--- src/branch_skip_pkg.sv ---
// Shared constants and types for the branch and skip control unit
package branch_skip_pkg;

    // ----------------------------------------------------------------
    // Widths
    // ----------------------------------------------------------------
    localparam int PC_W   = 14;
    localparam int REL_W  = 12;
    localparam int BR_W   = 7;
    localparam int CYC_W  = 3;

    // ----------------------------------------------------------------
    // Status flag bit positions
    // ----------------------------------------------------------------
    localparam int FLAG_C = 0;
    localparam int FLAG_Z = 1;
    localparam int FLAG_N = 2;
    localparam int FLAG_V = 3;
    localparam int FLAG_S = 4;
    localparam int FLAG_H = 5;
    localparam int FLAG_T = 6;
    localparam int FLAG_I = 7;

    // ----------------------------------------------------------------
    // Cycle counts
    // ----------------------------------------------------------------
    localparam logic [2:0] CYC_SINGLE      = 3'h1;
    localparam logic [2:0] CYC_REL_JUMP    = 3'h2;
    localparam logic [2:0] CYC_IND_JUMP    = 3'h2;
    localparam logic [2:0] CYC_DIR_JUMP    = 3'h3;
    localparam logic [2:0] CYC_REL_CALL    = 3'h3;
    localparam logic [2:0] CYC_IND_CALL    = 3'h3;
    localparam logic [2:0] CYC_DIR_CALL    = 3'h4;
    localparam logic [2:0] CYC_RETURN      = 3'h4;
    localparam logic [2:0] CYC_BR_TAKEN    = 3'h2;
    localparam logic [2:0] CYC_SKIP_SHORT  = 3'h2;
    localparam logic [2:0] CYC_SKIP_LONG   = 3'h3;

    // ----------------------------------------------------------------
    // Program counter steps
    // ----------------------------------------------------------------
    localparam logic [13:0] STEP_ONE        = 14'h0001;
    localparam logic [13:0] STEP_DIRECT     = 14'h0002;
    localparam logic [13:0] STEP_SKIP_SHORT = 14'h0002;
    localparam logic [13:0] STEP_SKIP_LONG  = 14'h0003;

    // ----------------------------------------------------------------
    // Operations
    // ----------------------------------------------------------------
    typedef enum logic [5:0] {
        relative_jump, indirect_jump, direct_jump,
        relative_subroutine_call, indirect_subroutine_call, direct_subroutine_call,
        subroutine_exit, interrupt_exit,
        compare_skip_equal, compare_regs, compare_with_carry, compare_immediate,
        skip_reg_bit_clear, skip_reg_bit_set, skip_io_bit_clear, skip_io_bit_set,
        branch_status_bit_set, branch_status_bit_clear,
        branch_equal, branch_not_equal, branch_carry_set, branch_carry_clear,
        branch_same_or_higher, branch_lower, branch_minus, branch_plus,
        branch_signed_ge, branch_signed_lt, branch_half_carry_set,
        branch_half_carry_clear, branch_tflag_set, branch_tflag_clear,
        branch_overflow_set, branch_overflow_clear, branch_interrupts_on
    } op_t;

    typedef enum logic {IDLE, EXEC} state_t;

endpackage

--- src/compare_flags.sv ---
// Subtract-only flag generator for the compare operations
`timescale 1ns/10ps
`default_nettype none

module compare_flags (
    input  wire logic [7:0] minuend,
    input  wire logic [7:0] subtrahend,
    input  wire logic       carryIn,
    input  wire logic       useCarry,
    input  wire logic       zeroIn,
    output logic      [5:0] flags
);

    logic [7:0] diff;
    logic       a7;
    logic       b7;
    logic       r7;

    // ----------------------------------------------------------------
    // Difference kept internal, never written back
    // ----------------------------------------------------------------
    // subtract for flags
    always_comb begin
        diff = minuend - subtrahend - {7'h00, useCarry & carryIn};
        a7   = minuend[7];
        b7   = subtrahend[7];
        r7   = diff[7];
        flags[branch_skip_pkg::FLAG_C] = (~a7 & b7) | (b7 & r7) | (r7 & ~a7);
        // Carry form keeps zero only while every byte so far was zero
        flags[branch_skip_pkg::FLAG_Z] = (diff == 8'h00) & (~useCarry | zeroIn);
        flags[branch_skip_pkg::FLAG_N] = r7;
        flags[branch_skip_pkg::FLAG_V] = (a7 & ~b7 & ~r7) | (~a7 & b7 & r7);
        flags[branch_skip_pkg::FLAG_S] = r7 ^ ((a7 & ~b7 & ~r7) | (~a7 & b7 & r7));
        flags[branch_skip_pkg::FLAG_H] = (~minuend[3] & subtrahend[3])
                                       | (subtrahend[3] & diff[3])
                                       | (diff[3] & ~minuend[3]);
    end

endmodule // compare_flags

`default_nettype wire

--- src/branch_skip_control_unit.sv ---
// Control-flow unit: jumps, calls, returns, compares, skips and branches
// Operation
// - Relative jump or call loads program counter with pc plus offset plus one.
// - Relative and indirect jump take 2 cycles; direct jump takes 3.
// - Relative/indirect calls 3 cycles, direct call 4, returns restore pc in 4.
// - Compare-skip-equal skips 1 or 2 words when equal, 1/2/3 cycles, no flags.
// - Compares only update Z, N, V, S, C, H flags; no result register written.
// - Register-bit skips skip when selected bit is clear or set; 1/2/3 cycles.
// - I/O-bit skips test an I/O bit and skip likewise; no flags changed.
// - Status-bit branches pick a flag by operand and branch on set or clear.
// - Branch equal takes branch on Z one; not-equal on Z zero.
// - Carry-set and lower branch on C one; carry-clear and same-or-higher on zero.
// - Minus branches on N one, plus on N zero.
// - Signed greater-or-equal branches when N xor V is 0, less-than when 1.
// - Half-carry branches on H one or zero.
// - T-flag branches on T one or zero.
// - Overflow branches on V one or zero.
// - Interrupts-on branch is taken when the global enable flag is one.
`timescale 1ns/10ps
`default_nettype none

module branch_skip_control_unit (
    input  wire logic                  clock,
    input  wire logic                  rst_b,
    input  wire logic                  start,
    input  wire branch_skip_pkg::op_t  op,
    input  wire logic [13:0]           pc,
    input  wire logic [11:0]           relOffset,
    input  wire logic [13:0]           absTarget,
    input  wire logic [15:0]           zPointer,
    input  wire logic [13:0]           stackTop,
    input  wire logic [7:0]            regD,
    input  wire logic [7:0]            regR,
    input  wire logic [7:0]            ioValue,
    input  wire logic [2:0]            bitSel,
    input  wire logic [7:0]            flagsIn,
    input  wire logic                  nextIsLong,
    output logic                       ready_r,
    output logic                       done_r,
    output logic      [13:0]           pcNext_r,
    output logic      [7:0]            flagsOut_r,
    output logic                       flagsWrite_r,
    output logic                       stackPush_r,
    output logic      [13:0]           pushAddr_r,
    output logic                       stackPop_r
);

    // ----------------------------------------------------------------
    // Helpers
    // ----------------------------------------------------------------
    // sign extension
    function automatic logic [13:0] signExt(input logic [11:0] v, input logic shortForm);
        logic [13:0] r;
        if (shortForm) begin
            r = {{(14 - branch_skip_pkg::BR_W){v[branch_skip_pkg::BR_W - 1]}},
                 v[branch_skip_pkg::BR_W - 1:0]};
        end else begin
            r = {{(14 - branch_skip_pkg::REL_W){v[branch_skip_pkg::REL_W - 1]}}, v};
        end
        return r;
    endfunction

    branch_skip_pkg::state_t state_r;
    logic [2:0]  cnt_r;
    logic        pushPend_r;
    logic        popPend_r;
    logic        flagPend_r;

    logic [13:0] pcPlus1;
    logic [13:0] pcPlus2;
    logic [13:0] relTarget;
    logic [13:0] brTarget;
    logic [13:0] zTarget;
    logic        eqRegs;
    logic        brCond;
    logic        isBranch;
    logic        skipCond;
    logic        isSkip;
    logic [5:0]  cmpFlags;
    logic        take;

    logic [13:0] pc_nxt;
    logic [2:0]  cyc_nxt;
    logic [7:0]  flags_nxt;
    logic        flagWe_nxt;
    logic        push_nxt;
    logic [13:0] pushAddr_nxt;
    logic        pop_nxt;

    compare_flags u_cmp (
        .minuend    (regD),
        .subtrahend (regR),
        .carryIn    (flagsIn[branch_skip_pkg::FLAG_C]),
        .useCarry   (op == branch_skip_pkg::compare_with_carry),
        .zeroIn     (flagsIn[branch_skip_pkg::FLAG_Z]),
        .flags      (cmpFlags)
    );

    // ----------------------------------------------------------------
    // Targets and conditions
    // ----------------------------------------------------------------
    always_comb begin
        pcPlus1 = pc + branch_skip_pkg::STEP_ONE;
        pcPlus2 = pc + branch_skip_pkg::STEP_DIRECT;
        relTarget = pc + signExt(relOffset, 1'b0) + branch_skip_pkg::STEP_ONE;
        brTarget  = pc + signExt(relOffset, 1'b1) + branch_skip_pkg::STEP_ONE;
        zTarget   = zPointer[13:0];
        eqRegs    = (regD == regR);
        isBranch  = 1'b1;
        brCond    = 1'b0;
        unique case (op)
            branch_skip_pkg::branch_status_bit_set:   brCond = flagsIn[bitSel];
            branch_skip_pkg::branch_status_bit_clear: brCond = ~flagsIn[bitSel];
            branch_skip_pkg::branch_equal:     brCond = flagsIn[branch_skip_pkg::FLAG_Z];
            branch_skip_pkg::branch_not_equal: brCond = ~flagsIn[branch_skip_pkg::FLAG_Z];
            branch_skip_pkg::branch_carry_set,
            branch_skip_pkg::branch_lower:     brCond = flagsIn[branch_skip_pkg::FLAG_C];
            branch_skip_pkg::branch_carry_clear,
            branch_skip_pkg::branch_same_or_higher:
                brCond = ~flagsIn[branch_skip_pkg::FLAG_C];
            branch_skip_pkg::branch_minus: brCond = flagsIn[branch_skip_pkg::FLAG_N];
            branch_skip_pkg::branch_plus:  brCond = ~flagsIn[branch_skip_pkg::FLAG_N];
            branch_skip_pkg::branch_signed_ge:
                brCond = ~(flagsIn[branch_skip_pkg::FLAG_N] ^ flagsIn[branch_skip_pkg::FLAG_V]);
            branch_skip_pkg::branch_signed_lt:
                brCond = flagsIn[branch_skip_pkg::FLAG_N] ^ flagsIn[branch_skip_pkg::FLAG_V];
            branch_skip_pkg::branch_half_carry_set:
                brCond = flagsIn[branch_skip_pkg::FLAG_H];
            branch_skip_pkg::branch_half_carry_clear:
                brCond = ~flagsIn[branch_skip_pkg::FLAG_H];
            branch_skip_pkg::branch_tflag_set:   brCond = flagsIn[branch_skip_pkg::FLAG_T];
            branch_skip_pkg::branch_tflag_clear: brCond = ~flagsIn[branch_skip_pkg::FLAG_T];
            branch_skip_pkg::branch_overflow_set:   brCond = flagsIn[branch_skip_pkg::FLAG_V];
            branch_skip_pkg::branch_overflow_clear: brCond = ~flagsIn[branch_skip_pkg::FLAG_V];
            branch_skip_pkg::branch_interrupts_on: brCond = flagsIn[branch_skip_pkg::FLAG_I];
            default: isBranch = 1'b0;
        endcase
        isSkip   = 1'b1;
        skipCond = 1'b0;
        unique case (op)
            branch_skip_pkg::compare_skip_equal: skipCond = eqRegs;
            branch_skip_pkg::skip_reg_bit_clear: skipCond = ~regR[bitSel];
            branch_skip_pkg::skip_reg_bit_set:   skipCond = regR[bitSel];
            branch_skip_pkg::skip_io_bit_clear:  skipCond = ~ioValue[bitSel];
            branch_skip_pkg::skip_io_bit_set:    skipCond = ioValue[bitSel];
            default: isSkip = 1'b0;
        endcase
    end

    // ----------------------------------------------------------------
    // Per-operation result
    // ----------------------------------------------------------------
    always_comb begin
        pc_nxt       = pcPlus1;
        cyc_nxt      = branch_skip_pkg::CYC_SINGLE;
        flags_nxt    = flagsIn;
        flagWe_nxt   = 1'b0;
        push_nxt     = 1'b0;
        pushAddr_nxt = pcPlus1;
        pop_nxt      = 1'b0;
        unique case (op)
            branch_skip_pkg::relative_jump: begin
                pc_nxt  = relTarget;
                cyc_nxt = branch_skip_pkg::CYC_REL_JUMP;
            end
            branch_skip_pkg::indirect_jump: begin
                pc_nxt  = zTarget;
                cyc_nxt = branch_skip_pkg::CYC_IND_JUMP;
            end
            branch_skip_pkg::direct_jump: begin
                pc_nxt  = absTarget;
                cyc_nxt = branch_skip_pkg::CYC_DIR_JUMP;
            end
            branch_skip_pkg::relative_subroutine_call: begin
                pc_nxt   = relTarget;
                cyc_nxt  = branch_skip_pkg::CYC_REL_CALL;
                push_nxt = 1'b1;
            end
            branch_skip_pkg::indirect_subroutine_call: begin
                pc_nxt   = zTarget;
                cyc_nxt  = branch_skip_pkg::CYC_IND_CALL;
                push_nxt = 1'b1;
            end
            branch_skip_pkg::direct_subroutine_call: begin
                pc_nxt       = absTarget;
                cyc_nxt      = branch_skip_pkg::CYC_DIR_CALL;
                push_nxt     = 1'b1;
                pushAddr_nxt = pcPlus2;
            end
            branch_skip_pkg::subroutine_exit: begin
                pc_nxt  = stackTop;
                cyc_nxt = branch_skip_pkg::CYC_RETURN;
                pop_nxt = 1'b1;
            end
            branch_skip_pkg::interrupt_exit: begin
                pc_nxt     = stackTop;
                cyc_nxt    = branch_skip_pkg::CYC_RETURN;
                pop_nxt    = 1'b1;
                flags_nxt[branch_skip_pkg::FLAG_I] = 1'b1;
                flagWe_nxt = 1'b1;
            end
            branch_skip_pkg::compare_regs,
            branch_skip_pkg::compare_with_carry,
            branch_skip_pkg::compare_immediate: begin
                flags_nxt[5:0] = cmpFlags;
                flagWe_nxt     = 1'b1;
            end
            default: begin
                if (isBranch && brCond) begin
                    pc_nxt  = brTarget;
                    cyc_nxt = branch_skip_pkg::CYC_BR_TAKEN;
                end else if (isSkip && skipCond) begin
                    pc_nxt  = nextIsLong ? pc + branch_skip_pkg::STEP_SKIP_LONG
                                         : pc + branch_skip_pkg::STEP_SKIP_SHORT;
                    cyc_nxt = nextIsLong ? branch_skip_pkg::CYC_SKIP_LONG
                                         : branch_skip_pkg::CYC_SKIP_SHORT;
                end
            end
        endcase
    end

    assign take = start & ready_r;

    // ----------------------------------------------------------------
    // Sequencer
    // ----------------------------------------------------------------
    // cycle count
    always_ff @(posedge clock or negedge rst_b) begin
        if (!rst_b) begin
            state_r <= branch_skip_pkg::IDLE;
            cnt_r   <= 3'h0;
            ready_r <= 1'b1;
            done_r  <= 1'b0;
        end else begin
            done_r <= 1'b0;
            unique case (state_r)
                branch_skip_pkg::IDLE: begin
                    if (take) begin
                        cnt_r <= cyc_nxt - 3'h1;
                        if (cyc_nxt == branch_skip_pkg::CYC_SINGLE) begin
                            done_r <= 1'b1;
                        end else begin
                            ready_r <= 1'b0;
                            state_r <= branch_skip_pkg::EXEC;
                        end
                    end
                end
                branch_skip_pkg::EXEC: begin
                    cnt_r <= cnt_r - 3'h1;
                    if (cnt_r == 3'h1) begin
                        done_r  <= 1'b1;
                        ready_r <= 1'b1;
                        state_r <= branch_skip_pkg::IDLE;
                    end
                end
            endcase
        end
    end

    // Results latch at issue so inputs may change while the unit is busy
    always_ff @(posedge clock or negedge rst_b) begin
        if (!rst_b) begin
            pcNext_r   <= 14'h0000;
            flagsOut_r <= 8'h00;
            pushAddr_r <= 14'h0000;
            pushPend_r <= 1'b0;
            popPend_r  <= 1'b0;
            flagPend_r <= 1'b0;
        end else if (take) begin
            pcNext_r   <= pc_nxt;
            flagsOut_r <= flags_nxt;
            pushAddr_r <= pushAddr_nxt;
            pushPend_r <= push_nxt;
            popPend_r  <= pop_nxt;
            flagPend_r <= flagWe_nxt;
        end
    end

    // Strobes fire together with done so the core sees one commit point
    always_ff @(posedge clock or negedge rst_b) begin
        if (!rst_b) begin
            stackPush_r  <= 1'b0;
            stackPop_r   <= 1'b0;
            flagsWrite_r <= 1'b0;
        end else begin
            stackPush_r  <= 1'b0;
            stackPop_r   <= 1'b0;
            flagsWrite_r <= 1'b0;
            if (take && cyc_nxt == branch_skip_pkg::CYC_SINGLE) begin
                flagsWrite_r <= flagWe_nxt;
            end else if (state_r == branch_skip_pkg::EXEC && cnt_r == 3'h1) begin
                stackPush_r  <= pushPend_r;
                stackPop_r   <= popPend_r;
                flagsWrite_r <= flagPend_r;
            end
        end
    end

    // ----------------------------------------------------------------
    // Checks
    // ----------------------------------------------------------------
    property p_rel_jump;
        @(posedge clock) disable iff (!rst_b)
        take && op == branch_skip_pkg::relative_jump |->
            ##1 !done_r ##1 done_r && pcNext_r == $past(relTarget, 2);
    endproperty
    a_rel_jump: assert property (p_rel_jump) else $error("relative jump wrong");

    property p_ind_jump;
        @(posedge clock) disable iff (!rst_b)
        take && op == branch_skip_pkg::indirect_jump |->
            ##1 !done_r ##1 done_r && pcNext_r == $past(zTarget, 2);
    endproperty
    a_ind_jump: assert property (p_ind_jump) else $error("indirect jump wrong");

    property p_dir_jump;
        @(posedge clock) disable iff (!rst_b)
        take && op == branch_skip_pkg::direct_jump |-> ##1 (!done_r)[*2] ##1 done_r;
    endproperty
    a_dir_jump: assert property (p_dir_jump) else $error("direct jump timing");

    property p_dir_call;
        @(posedge clock) disable iff (!rst_b)
        take && op == branch_skip_pkg::direct_subroutine_call |->
            ##4 done_r && stackPush_r && pushAddr_r == $past(pcPlus2, 4);
    endproperty
    a_dir_call: assert property (p_dir_call) else $error("direct call wrong");

    property p_return;
        @(posedge clock) disable iff (!rst_b)
        take && op == branch_skip_pkg::subroutine_exit |->
            ##1 (!done_r)[*3] ##1 done_r && stackPop_r && pcNext_r == $past(stackTop, 4);
    endproperty
    a_return: assert property (p_return) else $error("return wrong");

    property p_compare_skip_equal_long;
        @(posedge clock) disable iff (!rst_b)
        take && op == branch_skip_pkg::compare_skip_equal && eqRegs && nextIsLong |->
            ##3 done_r && !flagsWrite_r && pcNext_r == $past(pc, 3) + 14'h0003;
    endproperty
    a_compare_skip_equal_long: assert property (p_compare_skip_equal_long) else $error("equal skip wrong");

    property p_cmp_zero;
        @(posedge clock) disable iff (!rst_b)
        take && op == branch_skip_pkg::compare_regs |->
            ##1 done_r && flagsWrite_r && flagsOut_r[1] == $past(eqRegs);
    endproperty
    a_cmp_zero: assert property (p_cmp_zero) else $error("compare zero wrong");

    property p_skip_idle;
        @(posedge clock) disable iff (!rst_b)
        take && isSkip && !skipCond |-> ##1 done_r && pcNext_r == $past(pcPlus1);
    endproperty
    a_skip_idle: assert property (p_skip_idle) else $error("skip not taken wrong");

    property p_br_idle;
        @(posedge clock) disable iff (!rst_b)
        take && isBranch && !brCond |-> ##1 done_r && pcNext_r == $past(pcPlus1);
    endproperty
    a_br_idle: assert property (p_br_idle) else $error("branch not taken wrong");

    property p_signed_ge;
        @(posedge clock) disable iff (!rst_b)
        take && op == branch_skip_pkg::branch_signed_ge && !(flagsIn[2] ^ flagsIn[3]) |->
            ##2 done_r && pcNext_r == $past(brTarget, 2);
    endproperty
    a_signed_ge: assert property (p_signed_ge) else $error("signed branch wrong");

endmodule // branch_skip_control_unit

`default_nettype wire

--- config.mk ---
export PLATFORM = sky130hd
export DESIGN_NAME = branch_skip_control_unit
export DESIGN_NICKNAME = d
export VERILOG_FILES = /design/src/branch_skip_pkg.sv /design/src/compare_flags.sv /design/src/branch_skip_control_unit.sv
export SDC_FILE = /design/constraint.sdc
export NUM_CORES = 1
export LEC_CHECK = 0
export BUFFER_PORTS_ARGS = -buffer_cell sky130_fd_sc_hd__buf_2
export CAP_MARGIN = 20
export CORE_MARGIN = 8
export CORE_UTILIZATION = 50
export DETAILED_ROUTE_END_ITERATION = 16
export GPL_ROUTABILITY_DRIVEN = 0
export PLACE_DENSITY = 0.84
export SYNTH_ARGS = -nofsm -noshare
export SYNTH_HDL_FRONTEND = slang
export SYNTH_SLANG_ARGS = --single-unit
export TNS_END_PERCENT = 5
--- constraint.sdc ---
create_clock -name clock -period 4.01 [get_ports clock]
set_input_delay 0.401 -clock clock [delete_from_list [all_inputs] [get_ports clock]]
set_output_delay 0.401 -clock clock [all_outputs]
set_load 0.01 [all_outputs]
==> results.txt <==
outcome: finished, final reports clean
Worst-Margin Slew: 780.9 ps
Hold/Removal Path Class: primary input to asynchronous set/reset pin
Most used DFF post-synth: dfrtp_1
# rows: 39
clk slew on worst S/H paths: 70 ps
CP startpoint kind: primary input
layer with the highest usage: met2
RSZ-0062 raised after global routing: false
area leader, netlist: dfrtp_1
fin nets: 1,017
CTS tree: done
adder-cell area share of the yosys netlist: 10.14%
area delta synth->final: 17.71%
met3 Resource Use GR: 4.370%
Core Footprint: 11,220 µm²
Root Buffer: clkbuf_16
power per standard cell area: 228.3 nW/µm²
largest net degree at the start of global routing: 49
crit end category: register
Synth top area share: 20.81%
sequential-to-total area share from yosys stat: 21.28%
GR Util met1: 30.76%
die area: 14,960 µm²
max incr delay on CP: 520 ps
Hold Fails Final Rpt: 0
aggregate routed wire length: 18.59 mm
Slew HR: 47.66%
hold-fix buffer count after cts: 0
Finished Core Util: 59.28%
first-pass GRT wire length: 29.35 mm
Setup TNS: 0 ps
mean post-synth cell area: 7.731 µm²
worst-path fanout max: 6
post-synthesis xor/xnor area fraction: 9.608%
CTS max path bufs: 2
Slowest cell on crit path: mux4_2
Die X: 122.3 µm
# Max-Cap Violations: 0
initial antenna violation count: 1
starting density of the core: 50.36%
CTS H-Tree Depth: 2
Clock Skew: 5.987 ps
die height: 122.3 µm
mux cell area share after synthesis: 5.092%
Compound-Gate Fraction of Synth Area: 25.77%
Post-synth EDFFs: 0
met2 global-route usage: 39.67%
Mapped Area: 5652 µm²
total number of vias: 6,118
non-filler cells, final: 1,003
yosys warns: 0
top-count cell post-synth: nand2_1
vias in the first global route: 5,890
Netlist cell types: 76
global route overflow: 0
Post-synth ARST share: 100.0%
CP arrival: 3310 ps
multi-input logic area: 4129 µm²
Port Buffers: 153
Post-DP HPWL: 14.76 mm
cells after synthesis: 731
post-layout minimum cycle time: 3146 ps
share of post-route cells with drive strength above 1: 23.05%
top cells by area, synth: dfrtp_1, ha_1, o21ai_0
Inst Count DP: 994
Routed Antenna Nets: 0
delay-heaviest family, CP: compound AO/OA/AOI/OAI gates
Mapped Nets: 890
Final Cycle Share: 78.44%
Vias/cell: 6.100
Filler Cell Count: 1,052
Crit path required time: 4170 ps
CTS sink cnt: 48
TritonRoute pass-1 iters: 5
largest family of logic cells by synthesized area: compound AO/OA/AOI/OAI gates
cts bufs inserted: 5
CTS resizes: 0
WL/cell: 18.54 µm
fmax: 317.9 MHz
most instantiated cells after synthesis: nand2_1, o21ai_0, nor2_1
I/O Pins: 156
Synth Area in Simple Gates: 22.36%
Leak Pwr: 3.091 nW
register area: 1202 µm²
critical-path cell list: buf_2 > mux4_2 > mux2i_1 > nor2_1 > a311oi_2 > buf_4 > a21oi_1 > o31ai_2 > inv_1 > ha_1 > xor2_1 > nor2_1 > a21oi_1 > o21ai_0
Setup CP Type: primary input to register
Setup Buffers After CTS: 0
Worst VDD drop: 0.0001576 V
overall global routing resource usage: 24.25%
final setup vio count: 0
Clock Latency Late Sink: 300 ps
Buf/Inv on CP: 3
#FFs+latches synth: 48
DR DRC count: 0
Max Slew Vio Count: 0
1st-iter DRT viols: 598
-- where the power goes --
| part | leakage (nW) | switching, mW | internal [mW] |
|---|---|---|---|
| sequential | 0.657 | 0 | 0.484 |
| combinational | 2.35 | 0.314 | 0.228 |
| clock | 0.0804 | 0.196 | 0.297 |
-- routing by layer --
metal | vias to the layer above | share of wire [%]
met3 | 59 | 9.0
met2 | 303 | 46
li1 | 2916 | -
met4 | 0 | 3.6
met5 | - | 0
met1 | 2840 | 41
-- cells in the final DEF, fill, tap and decap left out, types with 11 or more instances in the layout --
cell type / n
nand2_1: 83
nand3_1: 21
a22oi_1: 11
dfrtp_1: 47
nor2_1: 63
xor2_1: 29
buf_2: 153
xnor2_1: 33
nor2b_1: 15
a21oi_1: 52
nor3_1: 17
buf_4: 11
ha_1: 41
o21ai_0: 65
nand4_1: 12
inv_1: 32
mux2i_1: 13
-- kinds of logic after synthesis --
logic type      Yosys count
fa+ha+maj                44
simple gates            261
xor+xnor                 62
buf+inv                  76
compound gates          219
flops                    48
mux                      21
-- stage by stage --
stage	setup slack, ps	instance area (µm²)	total power, mW	hold WS (ps)
after floorplan	898.6	5652	0.8504	105.4
after global placement	643.0	6479	1.012	450.6
after CTS	879.1	6650	1.514	237.7
after global routing	651.1	6653	1.587	279.8
after detailed placement	580.9	6479	1.022	465.1
final	864.5	6653	1.519	211.8
-- area by class of cell --
class	count	area share, %
clock inverter	3	0.6959
tap	143	2.689
inverter	32	1.806
antenna	1	0.03762
sequential	48	18.07
multi-input combinational	607	62.07
clock buffer	5	1.881
timing repair buffer	164	12.75
-- sequential cells by signal (all words and copies together), names as in the netlist --
name and count:
pcNext_r 14, pushAddr_r 14, flagsOut_r 8, cnt_r 3, done_r 1, flagPend_r 1
flagsWrite_r 1, popPend_r 1, pushPend_r 1, ready_r 1, stackPop_r 1, stackPush_r 1
state_r 1
-- final timing paths --
kind	from	to	slack, ps	cells after the start
setup / recovery	bitSel[1]	cnt_r[2]	860	14
hold / removal	rst_b	pcNext_r[5]	210	2
setup reg to reg	ready_r	pcNext_r[12]	1860	5
hold reg to reg	pushAddr_r[0]	pushAddr_r[0]	480	2
max in group asynchronous	rst_b	done_r	3380	2
min in group clock	flagsIn[6]	flagsOut_r[6]	400	3
No activity file was read; power rests on OpenSTA's default activity.
